===== src/include/dat_pkg.sv =====
package dat_pkg;

    // Timebase and the zero-crossing wait window.
    localparam int CLK_HZ = 40_000_000;
    localparam int ZC_WINDOW_MS = 50;
    localparam int ZC_WINDOW_CYC = CLK_HZ / 1000 * ZC_WINDOW_MS;

    // Device type code of the address byte; the value is arbitrary.
    localparam logic [3:0] TYPE_CODE_DEF = 4'ha;

    // Command bytes of a write transfer.
    localparam logic [7:0] CMD_WR0 = 8'ha9;
    localparam logic [7:0] CMD_WR1 = 8'haa;
    localparam logic [7:0] CMD_WRB = 8'haf;
    localparam logic [7:0] CMD_ZC_ON = 8'hbd;
    localparam logic [7:0] CMD_ZC_OFF = 8'hbe;

    // Wiper register layout and power-up value.
    localparam logic [7:0] WIPER_RESET = 8'h3f;
    localparam int MUTE_BIT = 6;
    localparam int POS_W = 6;
    localparam logic [6:0] MUTE_POS = 7'h40;

    // Byte framing and byte positions inside one transfer.
    localparam logic [3:0] BYTE_BITS = 4'h8;
    localparam logic [2:0] IDX_ADDR = 3'h0;
    localparam logic [2:0] IDX_CMD = 3'h1;
    localparam logic [2:0] IDX_DATA0 = 3'h2;
    localparam logic [2:0] IDX_DATA1 = 3'h3;
    localparam logic [2:0] IDX_MAX = 3'h4;
    localparam logic RW_READ = 1'b1;

    typedef enum logic [2:0] {
        ST_IDLE,
        ST_RX,
        ST_ACK,
        ST_TX,
        ST_TXACK
    } dat_state_e;

    // Wiper register to applied tap: bit 6 forces mute, bit 7 is ignored.
    function automatic logic [6:0] dat_decode(input logic [7:0] val);
        dat_decode = val[MUTE_BIT] ? MUTE_POS : {1'b0, val[POS_W-1:0]};
    endfunction

endpackage


===== src/logic/dat_zc_gate.sv =====
module dat_zc_gate import dat_pkg::*; #(
    parameter int WIN_CYC = ZC_WINDOW_CYC
) (
    input wire logic clk,
    input wire logic rst_n,
    input wire logic gate_en,
    input wire logic load,
    input wire logic [7:0] load_val,
    input wire logic equal,
    output logic [6:0] pos_reg,
    output logic pending_reg
);

    localparam int TMR_W = $clog2(WIN_CYC + 1);
    localparam logic [TMR_W-1:0] TMR_LAST = TMR_W'(WIN_CYC - 1);

    logic [7:0] pend_val_reg;
    logic [TMR_W-1:0] tmr_reg;

    // A new write restarts the window, so the latest value always wins.
    always_ff @(posedge clk or negedge rst_n) begin
        if (!rst_n) begin
            pending_reg <= 1'b0;
            tmr_reg <= '0;
            pend_val_reg <= WIPER_RESET;
        end else if (load && gate_en) begin
            pending_reg <= 1'b1;
            tmr_reg <= '0;
            pend_val_reg <= load_val;
        end else if (load) begin
            pending_reg <= 1'b0;
        end else if (pending_reg) begin
            if (equal || tmr_reg == TMR_LAST) begin
                pending_reg <= 1'b0;
            end
            tmr_reg <= tmr_reg + TMR_W'(1);
        end
    end

    // Applied tap moves now when gating is off, else on crossing or timeout.
    always_ff @(posedge clk or negedge rst_n) begin
        if (!rst_n) begin
            pos_reg <= dat_decode(WIPER_RESET);
        end else if (load && !gate_en) begin
            pos_reg <= dat_decode(load_val);
        end else if (!load && pending_reg &&
                     (equal || tmr_reg == TMR_LAST)) begin
            pos_reg <= dat_decode(pend_val_reg);
        end
    end
endmodule // dat_zc_gate


===== src/logic/dat_i2c_slave.sv =====
// Contract
// - Gated update waits for equal terminals, per pot.
// - Wait window starts at write acknowledge.
// - Window expiry forces the pending value.
// - Ungated write applies right after acknowledge.
// - Gating is enabled out of power-up.
// - Data falling with clock high means START.
// - Data rising with clock high means STOP.
// - Data changes only while clock low.
// - Bytes followed by a ninth acknowledge bit.
// - Acknowledger holds data low through clock high.
// - Master nack releases data for STOP.
// - Works at 100 kHz and 400 kHz.
// - Address is type code, selects, direction.
// - Acknowledge only matching type and select pins.
// - Direction one reads, zero writes.
// - Bytes go MSB first; receiver acknowledges.
// - Read sends wiper 0, then wiper 1.
// - Command byte encodings for wiper writes.
// - Command selects which wipers take data.
// - Command and every data byte acknowledged; an unknown command gets no ack.
// - Repeated START restarts address recognition.
// - Bits 0-5 position, bit 6 mutes.
// - Power-up loads position 63 in both.
// - Commands enable or disable zero-crossing gating.
module dat_i2c_slave import dat_pkg::*; #(
    parameter logic [3:0] TYPE_CODE = TYPE_CODE_DEF,
    parameter int WIN_CYC = ZC_WINDOW_CYC
) (
    input wire logic clk,
    input wire logic nrst,
    input wire logic scl,
    input wire logic sda_in,
    output logic sda_out,
    output logic sda_oe,
    input wire logic select_pin_bit0,
    input wire logic select_pin_bit1,
    input wire logic select_pin_bit2,
    input wire logic [1:0] terminals_equal,
    output logic [6:0] wiper_pos0,
    output logic [6:0] wiper_pos1,
    output logic [1:0] wiper_pending,
    output logic zc_enabled
);

    logic [1:0] rst_sync_reg;
    logic rst_n;
    logic [6:0] pin_meta_reg;
    logic [6:0] pin_sync_reg;
    logic scl_s, sda_s, scl_d_reg, sda_d_reg;
    logic [2:0] sel_s;
    logic [1:0] eq_s;
    logic scl_rise, scl_fall, start_cond, stop_cond;
    dat_state_e state_reg;
    logic [3:0] cnt_reg;
    logic [2:0] idx_reg;
    logic [7:0] sh_reg;
    logic [7:0] tx_reg;
    logic tx_sel_reg;
    logic rw_reg;
    logic mack_reg;
    logic sda_oe_reg;
    logic [7:0] cmd_reg;
    logic [7:0] wreg0_reg, wreg1_reg;
    logic [1:0] load_reg;
    logic [7:0] load_val0_reg, load_val1_reg;
    logic zc_on_reg;
    logic byte_done, accept, ack_end, cmd_ok;
    logic [6:0] pos_w [2];

    // Reset is released through two flip-flops.
    always_ff @(posedge clk or negedge nrst) begin
        if (!nrst) begin
            rst_sync_reg <= 2'h0;
        end else begin
            rst_sync_reg <= {rst_sync_reg[0], 1'b1};
        end
    end
    assign rst_n = rst_sync_reg[1];

    // Every pin crosses two flops; the first stage feeds only the second.
    genvar gi;
    generate
        for (gi = 0; gi < 7; gi++) begin : g_sync
            logic pin;
            if (gi == 0) begin : g_scl
                assign pin = scl;
            end else if (gi == 1) begin : g_sda
                assign pin = sda_in;
            end else if (gi == 2) begin : g_s0
                assign pin = select_pin_bit0;
            end else if (gi == 3) begin : g_s1
                assign pin = select_pin_bit1;
            end else if (gi == 4) begin : g_s2
                assign pin = select_pin_bit2;
            end else begin : g_eq
                assign pin = terminals_equal[gi-5];
            end
            always_ff @(posedge clk or negedge rst_n) begin
                if (!rst_n) begin
                    pin_meta_reg[gi] <= 1'b1;
                    pin_sync_reg[gi] <= 1'b1;
                end else begin
                    pin_meta_reg[gi] <= pin;
                    pin_sync_reg[gi] <= pin_meta_reg[gi];
                end
            end
        end
    endgenerate
    assign scl_s = pin_sync_reg[0];
    assign sda_s = pin_sync_reg[1];
    assign sel_s = pin_sync_reg[4:2];
    assign eq_s = pin_sync_reg[6:5];

    // Previous samples for edge and bus-condition detection.
    always_ff @(posedge clk or negedge rst_n) begin
        if (!rst_n) begin
            scl_d_reg <= 1'b1;
            sda_d_reg <= 1'b1;
        end else begin
            scl_d_reg <= scl_s;
            sda_d_reg <= sda_s;
        end
    end

    // Oversampling at 40 MHz leaves 100 clocks per 400 kHz bit.
    assign scl_rise = scl_s && !scl_d_reg;
    assign scl_fall = !scl_s && scl_d_reg;
    assign start_cond = scl_s && scl_d_reg && sda_d_reg && !sda_s;
    assign stop_cond = scl_s && scl_d_reg && !sda_d_reg && sda_s;

    // Byte completion after eight clocks, then the acknowledge decision.
    assign byte_done = state_reg == ST_RX && scl_fall && cnt_reg == BYTE_BITS;
    assign cmd_ok = sh_reg == CMD_WR0 || sh_reg == CMD_WR1 ||
                    sh_reg == CMD_WRB || sh_reg == CMD_ZC_ON ||
                    sh_reg == CMD_ZC_OFF;
    always_comb begin
        if (idx_reg == IDX_ADDR) begin
            accept = sh_reg[7:4] == TYPE_CODE && sh_reg[3:1] == sel_s;
        end else if (idx_reg == IDX_CMD) begin
            accept = cmd_ok;
        end else begin
            accept = 1'b1;
        end
    end
    assign ack_end = state_reg == ST_ACK && scl_fall;

    // Serial protocol engine; START and STOP override any state.
    always_ff @(posedge clk or negedge rst_n) begin
        if (!rst_n) begin
            state_reg <= ST_IDLE;
            cnt_reg <= 4'h0;
            idx_reg <= IDX_ADDR;
            sh_reg <= 8'h00;
            tx_reg <= 8'h00;
            tx_sel_reg <= 1'b0;
            rw_reg <= 1'b0;
            mack_reg <= 1'b0;
            sda_oe_reg <= 1'b0;
        end else if (start_cond) begin
            state_reg <= ST_RX;
            cnt_reg <= 4'h0;
            idx_reg <= IDX_ADDR;
            sda_oe_reg <= 1'b0;
        end else if (stop_cond) begin
            state_reg <= ST_IDLE;
            sda_oe_reg <= 1'b0;
        end else begin
            case (state_reg)
                ST_RX: begin
                    if (scl_rise) begin
                        sh_reg <= {sh_reg[6:0], sda_s};
                        cnt_reg <= cnt_reg + 4'h1;
                    end
                    if (byte_done) begin
                        cnt_reg <= 4'h0;
                        sda_oe_reg <= accept;
                        state_reg <= accept ? ST_ACK : ST_IDLE;
                        if (idx_reg == IDX_ADDR) begin
                            rw_reg <= sh_reg[0];
                        end
                    end
                end
                ST_ACK: begin
                    if (ack_end) begin
                        if (idx_reg != IDX_MAX) begin
                            idx_reg <= idx_reg + 3'h1;
                        end
                        if (rw_reg == RW_READ) begin
                            tx_reg <= wreg0_reg;
                            tx_sel_reg <= 1'b1;
                            sda_oe_reg <= !wreg0_reg[7];
                            state_reg <= ST_TX;
                        end else begin
                            sda_oe_reg <= 1'b0;
                            state_reg <= ST_RX;
                        end
                    end
                end
                ST_TX: begin
                    if (scl_rise) begin
                        cnt_reg <= cnt_reg + 4'h1;
                    end
                    if (scl_fall && cnt_reg == BYTE_BITS) begin
                        cnt_reg <= 4'h0;
                        sda_oe_reg <= 1'b0;
                        state_reg <= ST_TXACK;
                    end else if (scl_fall) begin
                        tx_reg <= {tx_reg[6:0], 1'b0};
                        sda_oe_reg <= !tx_reg[6];
                    end
                end
                ST_TXACK: begin
                    if (scl_rise) begin
                        mack_reg <= !sda_s;
                    end
                    if (scl_fall && mack_reg) begin
                        tx_reg <= tx_sel_reg ? wreg1_reg : wreg0_reg;
                        sda_oe_reg <= tx_sel_reg ? !wreg1_reg[7]
                                                 : !wreg0_reg[7];
                        tx_sel_reg <= !tx_sel_reg;
                        state_reg <= ST_TX;
                    end else if (scl_fall) begin
                        state_reg <= ST_IDLE;
                    end
                end
                ST_IDLE: begin
                    sda_oe_reg <= 1'b0;
                end
                default: begin
                    state_reg <= ST_IDLE;
                    sda_oe_reg <= 1'b0;
                end
            endcase
        end
    end

    // Command and data bytes take effect when their acknowledge ends.
    always_ff @(posedge clk or negedge rst_n) begin
        if (!rst_n) begin
            cmd_reg <= 8'h00;
            wreg0_reg <= WIPER_RESET;
            wreg1_reg <= WIPER_RESET;
            load_reg <= 2'h0;
            load_val0_reg <= WIPER_RESET;
            load_val1_reg <= WIPER_RESET;
            zc_on_reg <= 1'b1;
        end else begin
            load_reg <= 2'h0;
            if (ack_end && rw_reg != RW_READ && !start_cond && !stop_cond) begin
                if (idx_reg == IDX_CMD) begin
                    cmd_reg <= sh_reg;
                    if (sh_reg == CMD_ZC_ON) begin
                        zc_on_reg <= 1'b1;
                    end else if (sh_reg == CMD_ZC_OFF) begin
                        zc_on_reg <= 1'b0;
                    end
                end else if (idx_reg == IDX_DATA0) begin
                    if (cmd_reg == CMD_WR0 || cmd_reg == CMD_WRB) begin
                        wreg0_reg <= sh_reg;
                        load_reg[0] <= 1'b1;
                        load_val0_reg <= sh_reg;
                    end
                    if (cmd_reg == CMD_WR1 || cmd_reg == CMD_WRB) begin
                        wreg1_reg <= sh_reg;
                        load_reg[1] <= 1'b1;
                        load_val1_reg <= sh_reg;
                    end
                end else if (idx_reg == IDX_DATA1 && cmd_reg == CMD_WR0) begin
                    wreg1_reg <= sh_reg;
                    load_reg[1] <= 1'b1;
                    load_val1_reg <= sh_reg;
                end
            end
        end
    end

    // One gate per potentiometer so each waits on its own terminals.
    generate
        for (gi = 0; gi < 2; gi++) begin : g_pot
            dat_zc_gate #(
                .WIN_CYC(WIN_CYC)
            ) u_gate (
                .clk(clk),
                .rst_n(rst_n),
                .gate_en(zc_on_reg),
                .load(load_reg[gi]),
                .load_val(gi == 0 ? load_val0_reg : load_val1_reg),
                .equal(eq_s[gi]),
                .pos_reg(pos_w[gi]),
                .pending_reg(wiper_pending[gi])
            );
        end
    endgenerate
    assign wiper_pos0 = pos_w[0];
    assign wiper_pos1 = pos_w[1];

    // The pin is open drain: output low, enabled only to pull low.
    always_ff @(posedge clk or negedge rst_n) begin
        if (!rst_n) begin
            sda_out <= 1'b0;
        end else begin
            sda_out <= 1'b0;
        end
    end
    assign sda_oe = sda_oe_reg;
    assign zc_enabled = zc_on_reg;
endmodule // dat_i2c_slave


===== config.mk =====
export PLATFORM = sky130hd
export DESIGN_NAME = dat_i2c_slave
export DESIGN_NICKNAME = d
export VERILOG_FILES = /design/src/include/dat_pkg.sv /design/src/logic/dat_zc_gate.sv /design/src/logic/dat_i2c_slave.sv
export SDC_FILE = /design/constraint.sdc
export NUM_CORES = 1
export LEC_CHECK = 0
export BUFFER_PORTS_ARGS = -buffer_cell sky130_fd_sc_hd__buf_2
export CORE_MARGIN = 3
export CORE_UTILIZATION = 23
export DETAILED_ROUTE_END_ITERATION = 8
export PLACE_DENSITY_LB_ADDON = 0.1
export SYNTH_ARGS = -nofsm -noshare
export SYNTH_HDL_FRONTEND = slang
export SYNTH_SLANG_ARGS = --single-unit

===== constraint.sdc =====
create_clock -name clk -period 5.45 [get_ports clk]
set_clock_uncertainty 0.15 [all_clocks]
set_input_delay 0.2725 -clock clk [delete_from_list [all_inputs] [get_ports clk]]
set_output_delay 0.2725 -clock clk [all_outputs]
set_load 0.03 [all_outputs]

==> run metrics, run 1 <==
Synthesized Nets=roughly 660; Netlist cell types=62; Top Layer Used=met4; synthesized cell area=a little under 0.007 mm^2; # H-tree levels=4; gr ovfl total=0; share of cells above drive strength 1=0.228; DRC viols=0; Worst-path clk slew=~60 ps; Final WS setup=2980 ps; CP Class=reg -> reg; RSZ-0062 raised after global routing=false; Post-Route WL=16300 um; TritonCTS Buffers=17; WP data arrival=between 2000 and 3000 ps; EDFF count, synth=0; asr flop ratio synth=1.00; most frequent cells after synthesis=93 x dfrtp_1, 85 x nand2_1, 53 x dfstp_2; CP startpoint kind=register; post-synth top area share=0.338; syn avg cell area=between 10 and 15 um^2; post-cts sizing count=0; most common cell in the netlist=dfrtp_1; #FFs+latches synth=146; first-pass GRT wire length=approximately 27000 um; Final nets=roughly 690; Req. time, crit path=around 5600 ps; yosys warns=0; Final min period=around 2500 ps; initial antenna violation count=0; port bufs=26; VDD IR max=between 0.15 and 0.2 mV; largest net degree at the start of global routing=around 150; metal3 WL=494 um; Post-Syn Instances=between 600 and 700; Ports=28; cells on worst reg2reg path=5; max reg flops=42; Initial Utilization=0.237; Die Y=between 150 and 200 um; postcts setup bufs=0; DP Area=~0.0074 mm^2; DIE AREA=approximately 0.032 mm^2; Final Core Density=0.278; met2 WL=around 7500 um; Leak=about 3.4 nW; DRT iter0 DRCs=305; routability cong.=0.764; clock root buffer=clkbuf_16; reg-to-reg startpoint=load_reg[0]$_DFF_PN0_; Slew @ Worst Pin=875 ps; Slew Limit Fails=0; ant diodes=0; vias in the first global route=4932; final number of hold-violating endpoints=0; slowest stage delay, CP=around 540 ps; top cells by area, synth=dfrtp_1 34%, dfstp_2 20%, mux2_2 5.7%, nand2_1 4.6%, o21ai_0 3.4%; latest clock arrival within the worst-skew pair=approximately 410 ps; Max Clk Rate=0.405 GHz; M1 WL=8080 um; DR vias/cell=~4.6; Syn-to-layout area delta=17.6%; Routed wire per std cell=roughly 15 um; row count=between 60 and 70; placed wire-length estimate=~11000 um; core area=slightly below 0.03 mm^2; CP cell instances=nor2b_1 -> nand3_1 -> o21ai_0 -> nand2b_1 -> mux2_2; post-synthesis sequential area ratio=0.540; fin crit share=0.453; final instance area=about 0.0081 mm^2; Synth area leader=dfrtp_1; PwrDens=around 330 mW/mm^2; R2R setup slack=approximately 3000 ps; CP max stage cell=nor2b_1; relative slew slack=0.416; CTS tree=yes; outcome=finished clean; # setup viols final=0; Top FF cell, synth=dfrtp_1; CP startpoint=load_reg[0]$_DFF_PN0_; min-delay worst type=reg -> reg; vias=~4.9k; RR Endpoint=g_pot[0].u_gate.pos_reg[2]$_DFFE_PN1P_; crit path capture=g_pot[0].u_gate.pos_reg[2]$_DFFE_PN1P_; CTS max path bufs=2; first drt pass iteration count=5; GRT Util Overall=0.107; ANT nets after route=0; Crit Path Max Fanout=10; Critical Path End Type=register; clk sinks=146; TNS Setup=0 ps; dpl ws=between 2000 and 3000 ps; die width=179 um; max cap viols=0
what timing repair did:
action / CTS / global route
hold buffers: 9 / 0
hold endpoints to repair: 9 / 0
endpoints found under the setup margin: 0 / 0
routing by layer:
| layer | up-vias | global-route usage |
|---|---|---|
| met5 | - | 0 |
| met4 | 0 | 0.0377 |
| met3 | 13 | 0.0208 |
| met2 | 77 | 0.171 |
| met1 | 2430 | 0.146 |
| li1 | 2355 | - |
cell families (layout without fill, tap and decap cells):
logic type               Yosys count  after routing  synth area share
flip-flops                       146            146             0.540
AND/OR/NAND/NOR                  247            247             0.194
other                              2              2           0.00109
buffers and inverters             42             82            0.0273
XOR/XNOR                          18             18            0.0229
multiplexers                      46             46            0.0740
adder cells (fa/ha/maj)            9              9            0.0164
AO/OA/AOI/OAI                    133            133             0.124
cells in the final DEF (no fill, tap or decap), types with 5 or more instances in the layout:
master	instances
nand2b_1	16
o21ai_0	46
nand4_1	14
nand3b_1	11
and3_1	12
nor2b_1	9
o211ai_1	5
a221o_1	7
inv_1	14
ha_1	9
nand2_1	85
dfrtp_1	92
mux2i_1	7
a211oi_1	6
mux2_2	35
a31oi_1	7
dlygate4sd3_1	9
buf_2	26
a21oi_1	23
a22o_1	9
o31ai_1	13
xnor2_1	9
xor2_1	9
and2_1	10
clkbuf_16	17
nand3_1	27
dfstp_2	53
nor2_1	33
worst min path at each step:
| stage | start | endpoint | slack (ps) | cells past startpoint |
|---|---|---|---|---|
| final | pin_meta_reg[5]$_DFF_PN1_ | eq_s[0]$_DFF_PN1_ | 200 | 0 |
| after detailed placement | nrst | rst_sync_reg[0]$_DFF_PN0_ | -90 | 1 |
| after global routing | pin_meta_reg[2]$_DFF_PN1_ | pin_sync_reg[2]$_DFF_PN1_ | 210 | 0 |
| after CTS | pin_meta_reg[2]$_DFF_PN1_ | pin_sync_reg[2]$_DFF_PN1_ | 210 | 0 |
| after floorplan | nrst | rst_sync_reg[0]$_DFF_PN0_ | -170 | 0 |
| after global placement | nrst | rst_sync_reg[0]$_DFF_PN0_ | -90 | 1 |
stage by stage:
stage	total power, mW	std cells	hold WS (ps)
final	2.67	1067	205
after global routing	2.80	1067	209
after CTS	2.72	1067	206
after detailed placement	1.45	1026	-91.6
after global placement	1.45	1026	-92.6
after floorplan	1.38	643	-173
power by group:
part / switching [mW] / internal, mW / leakage, nW
Clock: 0.471 / 0.760 / 0.300
Combinational: 0.0964 / 0.0857 / 1.32
Sequential: 0.109 / 1.14 / 1.82
Total: 0.676 / 1.99 / 3.44
final cells by class:
cell class / instances / area (um^2)
fillers: 3034 / 21000
flip-flops and latches: 146 / 3720
multi-input cells: 455 / 2980
well taps: 384 / 480
clock buffers: 21 / 470
repair buffers: 36 / 240
clock inverters: 11 / 150
inverters: 14 / 52.6
worst max-delay path, delay by kind of cell (launching register included):
family             cells  cell delay, ps
and+or+nand+nor        3            1110
muxes                  1             380
AOI/OAI and AO/OA      1             350
DFF                    1             410
(Power assumes the default switching activity.)
==> inputs of run 2 (changes only) <==
--- a/config.mk
+++ b/config.mk
@@ -5,6 +5,7 @@
 export SDC_FILE = /design/constraint.sdc
 export NUM_CORES = 1
 export LEC_CHECK = 0
+export ABC_AREA = 1
 export BUFFER_PORTS_ARGS = -buffer_cell sky130_fd_sc_hd__buf_2
 export CORE_MARGIN = 3
 export CORE_UTILIZATION = 23
==> constraint.sdc (replaced) <==
create_clock -name clk -period 2.3 [get_ports clk]
set_clock_uncertainty 0.15 [all_clocks]
set_input_delay 0.115 -clock clk [delete_from_list [all_inputs] [get_ports clk]]
set_output_delay 0.115 -clock clk [all_outputs]
set_load 0.03 [all_outputs]
==> run metrics, run 2 <==
Routed wire per std cell=around 13 um; relative slew slack=0.606; global route hottest layer=met2; commonest non-fill, non-tap cell in the layout=nand2_1; clock root buffer=clkbuf_16; TritonCTS Buffers=17; PwrDens=roughly 690 mW/mm^2; cells on worst reg2reg path=11; reg-to-reg startpoint=scl_d_reg$_DFF_PN1_; post-cts sizing count=0; DR vias/cell=about 4.2; RSZ-0062 raised after global routing=false; outcome=finished clean; DRC viols=0; min-delay worst type=reg -> async; CP startpoint=scl_d_reg$_DFF_PN1_; top cells by area, synth=dfrtp_1 33%, dfstp_2 20%, nand2_1 15%, o21ai_0 7.0%, inv_1 6.0%; Max Clk Rate=~0.5 GHz; most frequent cells after synthesis=276 x nand2_1, 114 x inv_1, 100 x o21ai_0; FILL cells=3266; Synth area leader=dfrtp_1; Req. time, crit path=between 2000 and 2500 ps; yosys warns=0; post-synth top area share=0.326; Ports=28; CTS max path bufs=2; ANT nets after route=0; DP Area=slightly below 0.008 mm^2; GRT Util Overall=0.117; Final min period=roughly 2000 ps; Post-Syn Instances=897; EDFF count, synth=0; largest net degree at the start of global routing=36; row count=63; routability cong.=0.773; Internal Power=around 4.5 mW; NetSw=1.41 mW; Flop pwr share=0.461; placed wire-length estimate=13100 um; CP startpoint kind=register; DIE AREA=~0.033 mm^2; CTS tree=yes; # setup viols final=0; M2 GR Usage=0.191; postcts setup bufs=0; clock share of power=0.495; RR Endpoint=tx_reg[6]$_DFFE_PN0P_; R2R setup slack=290 ps; Worst-path clk slew=around 70 ps; die width=between 150 and 200 um; first drt pass iteration count=5; Crit Path Max Fanout=8; DRT iter0 DRCs=between 300 and 400; Synthesized Nets=between 900 and 1k; Leak=3.90 nW; syn avg cell area=about 8.0 um^2; most frequent cells in the layout=276 x nand2_1, 114 x inv_1, 100 x o21ai_0; latest clock arrival within the worst-skew pair=approximately 430 ps; vias=~5.7k; share of cells above drive strength 1=0.160; Post-Route WL=roughly 18000 um; fin crit share=0.872; Switching Share=0.240; hold_buf cts=9; WP data arrival=between 2000 and 2500 ps; Final Total Pwr=just under 6 mW; vias in the first global route=5992; synthesized cell area=just over 0.007 mm^2; #FFs+latches synth=roughly 150; Slew Limit Fails=0; clk sinks=~150; Critical Path End Type=register; crit path capture=tx_reg[6]$_DFFE_PN0P_; Syn-to-layout area delta=19.9%; max cap viols=0; # H-tree levels=4; first-pass GRT wire length=approximately 31000 um; post-synthesis sequential area ratio=0.521; asr flop ratio synth=1.00; max reg flops=between 40 and 50; core area=around 0.03 mm^2; TNS Setup=0 ps; Die Y=182 um; initial antenna violation count=0; Top FF cell, synth=dfrtp_1; port bufs=26; grt met3 use=0.0237; final number of hold-violating endpoints=0; grt met1 use=0.158; final instance area=between 0.008 and 0.009 mm^2; most common cell in the netlist=nand2_1; CP Class=reg -> reg; Netlist cell types=42; Slew @ Worst Pin=between 500 and 600 ps; Final Core Density=0.284; Comb pwr share=0.043; Final nets=between 900 and 1k; ant diodes=0; Initial Utilization=0.237; gr ovfl total=0; VDD IR max=between 0.4 and 0.5 mV
-- run 2: cell count changes in the layout (fill, tap and decap cells not counted), moves of 10 or more --
cell / delta
o21ai_0: +54
nor3_1: +14
nand2b_1: -16
nand2_1: +191
inv_1: +100
o31ai_1: -12
and2_1: -10
nand3b_1: -11
nor2_1: +46
and3_1: -12
buf_4: +14
nand3_1: +32
mux2_2: -35
-- run 2: power by group through the flow --
| stage | combinational, mW | clock [mW] | sequential [mW] |
|---|---|---|---|
| 2_1_floorplan | 0.144 | 0 | 2.76 |
| 3_3_place_gp | 0.255 | 0 | 2.76 |
| 3_5_place_dp | 0.254 | 0 | 2.76 |
| 4_1_cts | 0.266 | 3.02 | 2.72 |
| 5_1_grt | 0.313 | 3.12 | 2.73 |
| 6_report | 0.255 | 2.91 | 2.71 |
-- run 2: how the worst min path moves through the flow --
stage / from / to / slack [ps]
2_1_floorplan: nrst / rst_sync_reg[0]$_DFF_PN0_ / -330
4_1_cts: terminals_equal[1] / pin_meta_reg[6]$_DFF_PN1_ / 150
6_report: rst_sync_reg[1]$_DFF_PN0_ / g_pot[1].u_gate.tmr_reg[0]$_DFFE_PN0P_ / 170
5_1_grt: terminals_equal[1] / pin_meta_reg[6]$_DFF_PN1_ / 170
3_3_place_gp: nrst / rst_sync_reg[0]$_DFF_PN0_ / -250
3_5_place_dp: nrst / rst_sync_reg[0]$_DFF_PN0_ / -240
-- run 2: per-layer routing --
metal	share of wire	wire length (um)	vias to the layer above
met5	0	0	-
met3	0.023	418	10
met4	0.0091	166	0
met2	0.45	8260	52
met1	0.51	9320	2632
li1	-	-	3003
-- run 2: layout make-up --
cell class                 instances  area (um^2)  share of cell area
tap                              390          488              0.0570
inverter                         121          454              0.0530
clock inverter                    11          156              0.0183
multi-input combinational        619         2910               0.339
sequential                       146         3720               0.435
timing repair buffer              52          385              0.0450
clock buffer                      21          450              0.0526
-- run 2: kinds of logic (layout without fill, tap and decap cells) --
| family | Yosys count | count (layout) | synth area share |
|---|---|---|---|
| mux | 1 | 1 | 0.00140 |
| fa+ha+maj | 9 | 9 | 0.0158 |
| buf+inv | 132 | 205 | 0.0720 |
| xor+xnor | 2 | 2 | 0.00245 |
| flops | 146 | 146 | 0.521 |
| simple gates | 458 | 458 | 0.273 |
| other cells | 2 | 2 | 0.00105 |
| compound gates | 147 | 147 | 0.113 |
-- run 2: critical path: stages (launching register included) --
cell     delay (ps)
dfstp_2         540
inv_1            60
nor2_4          180
inv_1           120
nor2_2          120
inv_1           110
nor2_1          140
nor2_1           70
nand2_2         160
inv_2           110
nand2_1          70
o21ai_1          60
-- run 2: metrics by stage --
step / hold WS (ps) / cells / worst slack (ps)
after global placement: -248 / 1319 / 314
after CTS: 152 / 1360 / 272
final: 166 / 1360 / 295
after floorplan: -331 / 897 / 589
after detailed placement: -242 / 1319 / 276
after global routing: 167 / 1360 / 3.70
==> inputs of run 3 (changes only) <==
--- a/config.mk
+++ b/config.mk
@@ -5,7 +5,6 @@
 export SDC_FILE = /design/constraint.sdc
 export NUM_CORES = 1
 export LEC_CHECK = 0
-export ABC_AREA = 1
 export BUFFER_PORTS_ARGS = -buffer_cell sky130_fd_sc_hd__buf_2
 export CORE_MARGIN = 3
 export CORE_UTILIZATION = 23
==> run metrics, run 3 (synthesized netlist as in run 1, its figures left out) <==
die width=between 150 and 200 um; PwrDens=767 mW/mm^2; Layout Cells excl Fill=between 1k and 1.5k; CP Class=reg -> reg; Initial Utilization=0.237; clock root buffer=clkbuf_16; cell mode on critical path=buf_4; max reg flops=42; # setup viols final=0; final number of hold-violating endpoints=0; NetSw=1.59 mW; RSZ-0062 raised after global routing=false; CTS tree=yes; first drt pass iteration count=5; Slew Limit Fails=0; TNS Setup=0 ps; VDD IR max=~0.52 mV; M1 WL=~8400 um; Slew @ Worst Pin=roughly 700 ps; latest clock arrival within the worst-skew pair=420 ps; Internal Power=between 4 and 5 mW; Syn-to-layout area delta=22.3%; Die Y=~180 um; gr ovfl total=0; clock share of power=0.465; CP startpoint=scl_d_reg$_DFF_PN1_; Ports=28; DRT iter0 DRCs=320; family with the most delay on the worst path=simple AND/OR/NAND/NOR gates; ant diodes=0; largest net degree at the start of global routing=between 60 and 70; Leak=between 3 and 4 nW; Final Total Pwr=about 6.5 mW; most frequent cells in the layout=92 x dfrtp_1, 85 x nand2_1, 53 x dfstp_2; stages on the worst setup path=5; initial antenna violation count=0; cells on worst reg2reg path=5; RR Endpoint=cmd_reg[1]$_DFFE_PN0P_; DR vias/cell=approximately 4.6; Req. time, crit path=between 2000 and 2500 ps; worst path buffer plus inverter count=2; share of cells above drive strength 1=0.269; CP startpoint kind=register; CP max stage cell=dfstp_2; commonest non-fill, non-tap cell in the layout=dfrtp_1; DIE AREA=around 0.032 mm^2; R2R setup slack=120 ps; Worst-path clk slew=about 60 ps; Post-Route WL=17000 um; Final nets=between 700 and 800; reg-to-reg startpoint=scl_d_reg$_DFF_PN1_; max cap viols=0; Max Clk Rate=~0.46 GHz; Crit Path Max Fanout=10; met2 WL=around 8000 um; Switching Share=0.247; clk sinks=roughly 150; area of the multi-input gates=0.00298 mm^2; ANT nets after route=0; TritonCTS Buffers=17; vias in the first global route=5219; relative slew slack=0.540; port bufs=26; CP cell instances=or3b_1 -> buf_4 -> nor4_4 -> buf_4 -> mux2_2; GRT Util Overall=0.113; slowest stage delay, CP=520 ps; routability cong.=roughly 0.77; Hold Worst Slack=between 60 and 70 ps; Final min period=2180 ps; Comb pwr share=0.078; Routed wire per std cell=roughly 15 um; first-pass GRT wire length=between 20000 and 30000 um; metal3 WL=about 450 um; DRC viols=0; outcome=finished clean; FF/Latch Area=about 0.0037 mm^2; Critical Path End Type=register; WP data arrival=about 2300 ps; Cells after DPL=approximately 1.1k; fin crit share=0.949; min-delay worst type=reg -> async; FILL cells=3001; Flop pwr share=0.457; vias=~5.1k; row count=62; # H-tree levels=4; postcts setup bufs=0; placed wire-length estimate=roughly 12000 um; Top Layer Used=met4; core area=0.0291 mm^2; CTS max path bufs=2
run 3: timing repair:
action | 4_1_cts | 5_1_grt
endpoints found under the hold margin | 9 | 0
hold buffers | 9 | 0
setup endpoints to repair | 0 | 14
gates resized for setup | 0 | 3
run 3: final cells by class:
type / count / area share
flip-flops and latches: 146 / 0.442
clock buffers: 23 / 0.0569
clock inverters: 9 / 0.0184
inverters: 14 / 0.00624
repair buffers: 75 / 0.0648
multi-input cells: 455 / 0.354
well taps: 384 / 0.0571
run 3: how the worst max path moves through the flow:
stage / to
floorplan: load_val0_reg[6]$_DFFE_PN0P_
global placement: load_val0_reg[6]$_DFFE_PN0P_
detailed placement: load_val1_reg[6]$_DFFE_PN0P_
CTS: load_val1_reg[6]$_DFFE_PN0P_
global route: zc_enabled$_DFFE_PN1P_
finish: cmd_reg[1]$_DFFE_PN0P_
run 3: stage by stage:
step	utilization	cell area (um^2)	setup slack, ps
3_3_place_gp	0.264	7690	111
3_5_place_dp	0.264	7690	88.5
2_1_floorplan	-	6890	68.5
4_1_cts	0.289	8410	71.2
5_1_grt	0.289	8420	6.43
6_report	0.289	8420	118
run 3: metal layers:
metal	vias to the layer above	GRT usage
met1	2569	0.156
met4	0	0.0325
met2	60	0.179
li1	2430	-
met3	15	0.0214
met5	-	0
run 3: power groups by stage:
| stage | Sequential, mW | Clock, mW | Combinational (mW) |
|---|---|---|---|
| after detailed placement | 3.00 | 0 | 0.501 |
| after CTS | 2.96 | 3.11 | 0.516 |
| final | 2.95 | 3.01 | 0.503 |
| after global placement | 3.00 | 0 | 0.492 |
| after floorplan | 2.87 | 0 | 0.392 |
| after global routing | 2.99 | 3.23 | 0.569 |
